### config.mk
export PLATFORM = sky130hd
export DESIGN_NAME = cocr_top
export DESIGN_NICKNAME = d
export VERILOG_FILES = /design/src/cocr_pkg.sv /design/src/cocr_top.sv /design/src/cocr_reg8.sv
export SDC_FILE = /design/constraint.sdc
export NUM_CORES = 1
export LEC_CHECK = 0
export ABC_CLOCK_PERIOD_IN_PS = 2200
export BUFFER_PORTS_ARGS = -buffer_cell sky130_fd_sc_hd__buf_4
export CAP_MARGIN = 5
export CORE_UTILIZATION = 47
export CTS_CLUSTER_DIAMETER = 120
export DETAILED_ROUTE_END_ITERATION = 6
export PLACE_DENSITY = 0.92
export SLEW_MARGIN = 20
export SYNTH_ARGS = -nofsm -noshare
export SYNTH_HDL_FRONTEND = slang
export SYNTH_SLANG_ARGS = --single-unit
### constraint.sdc
create_clock -name i_clock -period 2.2 [get_ports i_clock]
set_clock_uncertainty 0.2 [all_clocks]
set_input_delay 0 -clock i_clock [delete_from_list [all_inputs] [get_ports i_clock]]
set_output_delay 0 -clock i_clock [all_outputs]
set_load 0.01 [all_outputs]
### src/cocr_pkg.sv
// Package with offsets, field positions, reset values and codes of the clock output configuration bytes.
package cocr_pkg;
  localparam logic [7:0] ADDR_DIFF_CTRL = 8'h23;
  localparam logic [7:0] ADDR_PWR_CTRL  = 8'h24;
  // Field positions of the second differential output control byte.
  localparam int DIFF_SRC_BIT   = 7;
  localparam int DIFF_TYPE_HI   = 5;
  localparam int DIFF_TYPE_LO   = 4;
  localparam int DIFF_SLEW_BIT  = 1;
  localparam int DIFF_COMP_BIT  = 0;
  // Field positions of the power and single-ended control byte.
  localparam int PWR_PDN_BIT    = 7;
  localparam int PWR_REFRUN_BIT = 6;
  localparam int PWR_SCOPE_BIT  = 5;
  localparam int PWR_32K_BIT    = 4;
  localparam int PWR_SE1SEL_BIT = 3;
  localparam int PWR_REFEN_BIT  = 2;
  localparam int PWR_CH3_BIT    = 1;
  localparam int PWR_CH2_BIT    = 0;
  // Writable masks; reserved positions stay zero.
  localparam logic [7:0] DIFF_WMASK = 8'hB3;
  localparam logic [7:0] PWR_WMASK  = 8'hFF;
  // Reset values.
  localparam logic [7:0] DIFF_RESET = 8'h30;
  localparam logic [7:0] PWR_RESET  = 8'h8C;
  // Output format codes of the differential output.
  localparam logic [1:0] TYPE_LVCMOS = 2'h0;
  localparam logic [1:0] TYPE_HCSL   = 2'h3;
  // Clock source selection codes.
  typedef enum logic [1:0] {
    cocr_src_32k_t_dummy = 2'h0
  } cocr_unused_t;
endpackage

### src/cocr_top.sv
// Clock output configuration bytes at 0x23 and 0x24 and the output steering they control.
`timescale 1ns/100ps
//////////////////////////////////////////////////////////////////////////////////////////////////////////////////
// Behaviour
// - Differential source: first or third divider.
// - Type field: 00 LVCMOS, 11 HCSL.
// - LVCMOS slew bit: normal or strong.
// - LVCMOS complement output enabled by bit.
// - Power-down bit zero powers chip down.
// - Reference free-run on outputs two, three.
// - Scope bit widens free run to three.
// - Output one: 32k, or fifth/fourth divider.
// - Fourth divider routed to channels two, three.
module cocr_top (
  input  wire logic       i_clock,
  input  wire logic       i_rst_b,
  input  wire logic       i_wr,
  input  wire logic       i_rd,
  input  wire logic [7:0] i_addr,
  input  wire logic [7:0] i_wdata,
  output logic      [7:0] o_rdata,
  output logic            o_rvalid,
  input  wire logic       i_first_output_divider_clk,
  input  wire logic       i_third_output_divider_clk,
  input  wire logic       i_fourth_output_divider_clk,
  input  wire logic       i_fifth_output_divider_clk,
  input  wire logic       i_clk_32k,
  input  wire logic       i_ref_clk,
  output logic            o_second_differential_output_a,
  output logic            o_second_differential_output_b,
  output logic            o_second_differential_output_b_en,
  output logic            o_second_differential_output_hcsl,
  output logic            o_second_differential_output_lvcmos,
  output logic            o_second_differential_output_strong_slew,
  output logic            o_chip_powerdown,
  output logic            o_se1,
  output logic            o_se2_ref,
  output logic            o_se3_ref,
  output logic            o_ref_en,
  output logic            o_ch2_fourth_output_divider,
  output logic            o_ch3_fourth_output_divider
);
  logic [7:0] diff_ctrl;
  logic [7:0] pwr_ctrl;
  logic       wr_diff;
  logic       wr_pwr;
  logic [7:0] next_rdata;
  logic       next_rvalid;
  logic       powered;

  //////////////////////////////////////////////////////////////////////////////////////////////////////////////////
  // Address decode, shared by writes and reads.
  function automatic logic hit(input logic [7:0] addr, input logic [7:0] target);
    hit = (addr == target);
  endfunction

  assign wr_diff = i_wr & hit(i_addr, cocr_pkg::ADDR_DIFF_CTRL);
  assign wr_pwr  = i_wr & hit(i_addr, cocr_pkg::ADDR_PWR_CTRL);

  cocr_reg8 #(
    .RESET_VALUE (cocr_pkg::DIFF_RESET),
    .WRITE_MASK  (cocr_pkg::DIFF_WMASK)
  ) u_diff_ctrl (
    .i_clock (i_clock),
    .i_rst_b (i_rst_b),
    .i_wr    (wr_diff),
    .i_wdata (i_wdata),
    .o_value (diff_ctrl)
  );

  cocr_reg8 #(
    .RESET_VALUE (cocr_pkg::PWR_RESET),
    .WRITE_MASK  (cocr_pkg::PWR_WMASK)
  ) u_pwr_ctrl (
    .i_clock (i_clock),
    .i_rst_b (i_rst_b),
    .i_wr    (wr_pwr),
    .i_wdata (i_wdata),
    .o_value (pwr_ctrl)
  );

  //////////////////////////////////////////////////////////////////////////////////////////////////////////////////
  // Read data one cycle after the strobe; unmapped addresses return zero.
  always_comb begin
    next_rdata  = 8'h00;
    next_rvalid = i_rd;
    if (i_rd) begin
      if (hit(i_addr, cocr_pkg::ADDR_DIFF_CTRL)) begin
        next_rdata = diff_ctrl;
      end else if (hit(i_addr, cocr_pkg::ADDR_PWR_CTRL)) begin
        next_rdata = pwr_ctrl;
      end
    end
  end

  always_ff @(posedge i_clock) begin
    if (!i_rst_b) begin
      o_rdata  <= 8'h00;
      o_rvalid <= 1'b0;
    end else begin
      o_rdata  <= next_rdata;
      o_rvalid <= next_rvalid;
    end
  end

  //////////////////////////////////////////////////////////////////////////////////////////////////////////////////
  // Elaboration checks on the layout of the two bytes.
  // The steering below assumes a two-bit format field, two distinct addresses, two distinct
  // format codes and reset values that sit only in writable positions. A change of the
  // constants that breaks one of these would otherwise show up only as odd output behaviour,
  // long after the change was made, so it is refused here instead.

  // The format field is read as one two-bit code.
  if (cocr_pkg::DIFF_TYPE_HI != cocr_pkg::DIFF_TYPE_LO + 1) begin : g_type_width_check
    $error("Format field must be exactly two bits wide.");
  end

  // Both bytes need their own address, or one write would land in both.
  if (cocr_pkg::ADDR_DIFF_CTRL == cocr_pkg::ADDR_PWR_CTRL) begin : g_addr_check
    $error("The two configuration bytes need distinct addresses.");
  end

  // A reset value in a reserved position would be masked away and never seen.
  if ((cocr_pkg::DIFF_RESET & ~cocr_pkg::DIFF_WMASK) != 8'h00) begin : g_diff_reset_check
    $error("Differential byte reset value touches reserved positions.");
  end

  // The same holds for the power byte.
  if ((cocr_pkg::PWR_RESET & ~cocr_pkg::PWR_WMASK) != 8'h00) begin : g_pwr_reset_check
    $error("Power byte reset value touches reserved positions.");
  end

  // Two equal format codes would turn both format flags on at once.
  if (cocr_pkg::TYPE_LVCMOS == cocr_pkg::TYPE_HCSL) begin : g_type_code_check
    $error("Format codes must differ.");
  end

  // The source and power-down bit positions have to fall inside a byte.
  if (cocr_pkg::DIFF_SRC_BIT > 7 || cocr_pkg::PWR_PDN_BIT > 7) begin : g_pos_check
    $error("Field position outside the byte.");
  end

  //////////////////////////////////////////////////////////////////////////////////////////////////////////////////
  // Field decode.
  // Each field is pulled out of its byte once, by name, so that the steering logic below reads
  // as the behaviour it carries out rather than as bit positions. The field_bit helper is
  // shared by both bytes; diff_type serves the differential byte only.

  // Two-bit output format code of the differential control byte.
  function automatic logic [1:0] diff_type(input logic [7:0] ctrl);
    diff_type = ctrl[cocr_pkg::DIFF_TYPE_HI:cocr_pkg::DIFF_TYPE_LO];
  endfunction

  // One bit of a control byte at a given position.
  function automatic logic field_bit(input logic [7:0] ctrl, input int pos);
    field_bit = ctrl[pos];
  endfunction

  logic [1:0] type_code;
  logic       src_third;
  logic       fmt_lvcmos;
  logic       fmt_hcsl;
  logic       slew_strong;
  logic       comp_on;
  logic       ref_run;
  logic       ref_both;
  logic       se1_divided;
  logic       se1_fourth;
  logic       ref_out_on;
  logic [1:0] ref_allow;
  logic [1:0] ref_route;
  logic [1:0] fourth_output_divider_allow;
  logic [1:0] fourth_output_divider_route;

  // Differential byte fields.
  assign type_code   = diff_type(diff_ctrl);
  assign src_third   = field_bit(diff_ctrl, cocr_pkg::DIFF_SRC_BIT);
  assign fmt_lvcmos  = (type_code == cocr_pkg::TYPE_LVCMOS);
  assign fmt_hcsl    = (type_code == cocr_pkg::TYPE_HCSL);
  assign slew_strong = field_bit(diff_ctrl, cocr_pkg::DIFF_SLEW_BIT);
  assign comp_on     = field_bit(diff_ctrl, cocr_pkg::DIFF_COMP_BIT);

  // Power byte fields.
  assign ref_run     = field_bit(pwr_ctrl, cocr_pkg::PWR_REFRUN_BIT);
  assign ref_both    = field_bit(pwr_ctrl, cocr_pkg::PWR_SCOPE_BIT);
  assign se1_divided = field_bit(pwr_ctrl, cocr_pkg::PWR_32K_BIT);
  assign se1_fourth  = field_bit(pwr_ctrl, cocr_pkg::PWR_SE1SEL_BIT);
  assign ref_out_on  = field_bit(pwr_ctrl, cocr_pkg::PWR_REFEN_BIT);

  //////////////////////////////////////////////////////////////////////////////////////////////////////////////////
  // Clock steering is combinational: these are clock paths, so registering them would halve them.
  // Every output below is a pure function of the two stored bytes and the incoming source clocks.
  // A short pulse can appear on an output at the moment a byte is rewritten while its sources
  // toggle; the host should reprogram a path only while nothing downstream depends on it.
  //
  // Power-down silences every clock output while the configuration bytes keep their values.
  // Keeping the bytes alive lets the host wake the chip by one write of the power byte alone,
  // without reloading the rest of the configuration.
  assign powered          = pwr_ctrl[cocr_pkg::PWR_PDN_BIT];
  assign o_chip_powerdown = ~powered;

  // Differential output source: first or third divider, silent in power-down.
  always_comb begin
    o_second_differential_output_a = 1'b0;
    if (powered) begin
      o_second_differential_output_a = src_third ? i_third_output_divider_clk : i_first_output_divider_clk;
    end
  end

  // Output format flags. The reserved codes raise neither flag, so the output stage
  // falls back to its quiet state rather than guessing at a format.
  assign o_second_differential_output_hcsl   = fmt_hcsl;
  assign o_second_differential_output_lvcmos = fmt_lvcmos;

  // Slew and complement apply only in LVCMOS; reserved format codes leave both off.
  // The complement is also gated by power so that no clock leaks out in power-down.
  assign o_second_differential_output_strong_slew = fmt_lvcmos & slew_strong;
  assign o_second_differential_output_b_en        = fmt_lvcmos & comp_on & powered;
  assign o_second_differential_output_b           = o_second_differential_output_b_en ? o_second_differential_output_a : 1'b0;

  // First single-ended output: 32k free run by default, else divider choice.
  // The 32k path is the default so that a low-rate clock is present straight after reset.
  always_comb begin
    o_se1 = 1'b0;
    if (powered) begin
      if (!se1_divided) begin
        o_se1 = i_clk_32k;
      end else begin
        o_se1 = se1_fourth ? i_fourth_output_divider_clk : i_fifth_output_divider_clk;
      end
    end
  end

  // Reference free run on outputs two and three; the scope bit decides whether three joins.
  // Output two always joins when free run is on; output three only when the scope is widened.
  assign ref_allow[0] = 1'b1;
  assign ref_allow[1] = ref_both;

  // One identical gate per reference output.
  for (genvar s = 0; s < 2; s++) begin : g_ref_route
    assign ref_route[s] = powered & ref_run & ref_allow[s] & i_ref_clk;
  end

  assign o_se2_ref = ref_route[0];
  assign o_se3_ref = ref_route[1];

  // Reference output enable, also silenced in power-down.
  assign o_ref_en = powered & ref_out_on;

  // Fourth divider routing to channels two and three; each channel has its own enable bit.
  assign fourth_output_divider_allow[0] = field_bit(pwr_ctrl, cocr_pkg::PWR_CH2_BIT);
  assign fourth_output_divider_allow[1] = field_bit(pwr_ctrl, cocr_pkg::PWR_CH3_BIT);

  // One identical gate per channel.
  for (genvar c = 0; c < 2; c++) begin : g_fourth_output_divider_route
    assign fourth_output_divider_route[c] = powered & fourth_output_divider_allow[c] & i_fourth_output_divider_clk;
  end

  assign o_ch2_fourth_output_divider = fourth_output_divider_route[0];
  assign o_ch3_fourth_output_divider = fourth_output_divider_route[1];
endmodule

### src/cocr_reg8.sv
// One masked 8-bit configuration register with synchronous reset.
`timescale 1ns/100ps
module cocr_reg8 #(
  parameter logic [7:0] RESET_VALUE = 8'h00,
  parameter logic [7:0] WRITE_MASK  = 8'hFF
) (
  input  wire logic       i_clock,
  input  wire logic       i_rst_b,
  input  wire logic       i_wr,
  input  wire logic [7:0] i_wdata,
  output logic      [7:0] o_value
);
  logic [7:0] next_value;

  // Reserved positions neither store nor return anything but zero.
  always_comb begin
    next_value = o_value;
    if (i_wr) begin
      next_value = i_wdata & WRITE_MASK;
    end
  end

  // Register only.
  always_ff @(posedge i_clock) begin
    if (!i_rst_b) begin
      o_value <= RESET_VALUE & WRITE_MASK;
    end else begin
      o_value <= next_value;
    end
  end
endmodule

==> results.sh <==
export IMPL_outcome="complete, but fails checks"
export IMPL_violations="negative hold slack"
export IMPL_p_leak_nw=0.762
export IMPL_cts_htree_levels=1
export IMPL_timing_worst_setup_path_type="in -> reg"
export IMPL_syn_inst=101
export IMPL_ys_seq_area_frac=0.469
export IMPL_die_w_um=46.7
export IMPL_track_usage=0.335
export IMPL_layout_drive_gt1_share=0.329
export IMPL_rsz0062_at_grt="no"
export IMPL_path_delay_family="buffers and inverters"
export IMPL_ys_ff_latch=22
export IMPL_syn2layout_area_growth_pct=68.4
export IMPL_wl_um=3690
export IMPL_numPortBuffers=47
export IMPL_cts_num_sinks=22
export IMPL_initial_core_util=0.521
export IMPL_pin_count=48
export IMPL_synthFlopType="dfxtp_1"
export IMPL_postCtsResizedCells=0
export IMPL_worstSkewPairLatency_ns=0.31
export IMPL_critPathMostFrequentCell="dlygate4sd3_1"
export IMPL_yosys_warnings=0
export IMPL_setup_tns_final_ns=0
export IMPL_grt_pass1_vias=1077
export IMPL_holdWs_ns=-0.00136
export IMPL_finalCriticalPeriod_ns=2.08
export IMPL_grt_max_degree=21
export IMPL_rows=15
export IMPL_slowest_stage="dlygate4sd3_1"
export IMPL_antenna_found_initial=0
export IMPL_p_per_area_nw_per_um2=436
export IMPL_overflow=0
export IMPL_cts_setup_buffers=0
export IMPL_dieArea_um2=2180
export IMPL_gp_congestion=0.834
export IMPL_synth_enable_flop_cells=0
export IMPL_core_area_um2=1800
export IMPL_die_h_um=46.7
export IMPL_synth_area_leader_cell="dfxtp_1"
export IMPL_hpwl_um=1950
export IMPL_wl_per_cell_um=18.6
export IMPL_drt_iter0_drc=45
export IMPL_synth_area_leaders="dfxtp_1 (47%), mux2i_1 (11%), and3_1 (6.0%)"
export IMPL_dr_pass1_iters=6
export IMPL_hold_buffers=23
export IMPL_cp_required_ns=2.26
export IMPL_layout_nets=201
export IMPL_critPathMaxFanout=20
export IMPL_cts_made_buffers=3
export IMPL_ys_async_sr_fraction=0
export IMPL_syn_area_per_cell_um2=9.29
export IMPL_hp_class="in -> reg"
export IMPL_drc=0
export IMPL_via_count=1143
export IMPL_drv_cap=0
export IMPL_start_kind="input pin"
export IMPL_post_dp_cell_area_um2=1320
export IMPL_setup_viol=0
export IMPL_vias_per_cell=5.77
export IMPL_cts_tree="yes"
export IMPL_end_kind="flop"
export IMPL_design_area_um2=1580
export IMPL_critPathMaxStageDelay_ns=0.57
export IMPL_synth_area_um2=938
export IMPL_irDropWorstVdd_v=0.000338
export IMPL_crit_buf_inv=4
export IMPL_synth_net_count=127
export IMPL_max_clock_freq_mhz=482
export IMPL_finalMaxSlewViolations=0
export IMPL_final_hold_viol_count=1
export IMPL_tightest_slew_ns=0.414
export IMPL_clockBufferDepth=2
export IMPL_synth_distinct_cells=20
export IMPL_arrival_ns=2.14
export IMPL_relSlewSlack=0.724
export IMPL_yosysTopAreaCellShare=0.469
export IMPL_grt_pass1_wl_um=4940
export IMPL_ant_nets=0
export IMPL_clock_root_buffer="clkbuf_4"
export IMPL_crit_chain="dlygate4sd3_1 -> buf_4 -> nand2_1 -> dlygate4sd3_1 -> mux2i_1 -> dlygate4sd3_1"
export IMPL_fin_crit_sh=0.943
export IMPL_clkTransAtPathRegs_ns=0.13
export IMPL_diodes=0
==> final cells by class <==
type | count | area, µm²
Timing Repair Buffer | 74 | 616
Tap cell | 25 | 31.3
Sequential cell | 22 | 440
Inverter | 5 | 18.8
Fill cell | 92 | 221
Multi-Input combinational cell | 69 | 452
Clock buffer | 3 | 22.5
==> logic make-up (layout without fill, tap and decap cells) <==
logic type | Yosys count | in the layout | share of synthesized area
muxes | 10 | 10 | 0.107
buffers and inverters | 10 | 82 | 0.0493
DFF | 22 | 22 | 0.469
AOI/OAI and AO/OA | 11 | 11 | 0.0880
and+or+nand+nor | 48 | 48 | 0.287
==> report_power, final <==
group | leakage (nW) | switching [W] | internal [W]
logic | 0.570 | 0.0000404 | 0.0000604
clock network | 0.0138 | 0.000124 | 0.0000640
registers | 0.178 | 0.000000756 | 0.000400
==> synthesized netlist by cell type (3+ instances only) <==
cell and n:
nand4_1 5, and2_1 3, nor2_1 10, nand2_1 15, inv_1 5, and3_1 9, clkbuf_1 3, mux2i_1 10
a22oi_1 5, dfxtp_1 22, o211ai_1 5
==> worst reg2reg max path: stages, from the launching register on <==
cell and delay [ns]:
dfxtp_1 0.44, nand2_1 0.09, mux2i_1 0.13, dlygate4sd3_1 0.56
==> metal layers <==
layer	vias to the layer above	global-route usage	wire length, µm
met3	25	0.0588	341
met4	0	0.189	119
met1	511	0.375	1290
li1	497	-	-
met2	110	0.589	1940
met5	-	0	0
==> stage by stage <==
step           hold slack (ns)  std cells  utilization  power, W  setup WS [ns]
6_report              -0.00136        198        0.877  0.000689          0.125
5_1_grt                0.00299        198        0.877  0.000714         0.0630
4_1_cts                0.00116        197        0.872  0.000673          0.196
3_5_place_dp            0.0715        171        0.731  0.000481          0.677
3_3_place_gp            0.0597        171        0.731  0.000478          0.757
2_1_floorplan          -0.0579        101            -  0.000430          0.998
==> final timing paths <==
path / endpoint / depth (start not counted) / slack [ns] / startpoint
worst min-delay path: u_diff_ctrl.o_value[5] / 5 / -0.001 / i_addr[2]
worst min register to register: u_pwr_ctrl.o_value[0] / 2 / 0.30 / u_pwr_ctrl.o_value[0]
worst max-delay path: u_pwr_ctrl.o_value[6] / 6 / 0.12 / i_rst_b
worst max register to register: u_pwr_ctrl.o_value[4] / 3 / 0.73 / u_pwr_ctrl.o_value[4]
==> cells in the final DEF, fill, tap and decap left out, drive strengths merged <==
cell type    synthesis  routed
dlygate4sd3          0      24
nand3                1       1
and2                 4       4
a22oi                5       5
and3                10      10
nor2                10      10
inv                  5       5
dfxtp               22      22
mux2i               10      10
nor4b                2       2
clkbuf               3       3
nor4bb               1       1
nand4                5       5
nand2               15      15
a211oi               1       1
o211ai               5       5
buf                  2      50
==> flip-flops by register name (all words and copies together) (netlist names) <==
signal               count
o_rdata                  8
o_rvalid                 1
u_pwr_ctrl.o_value       8
u_diff_ctrl.o_value      5
(Power assumes the default switching activity.)
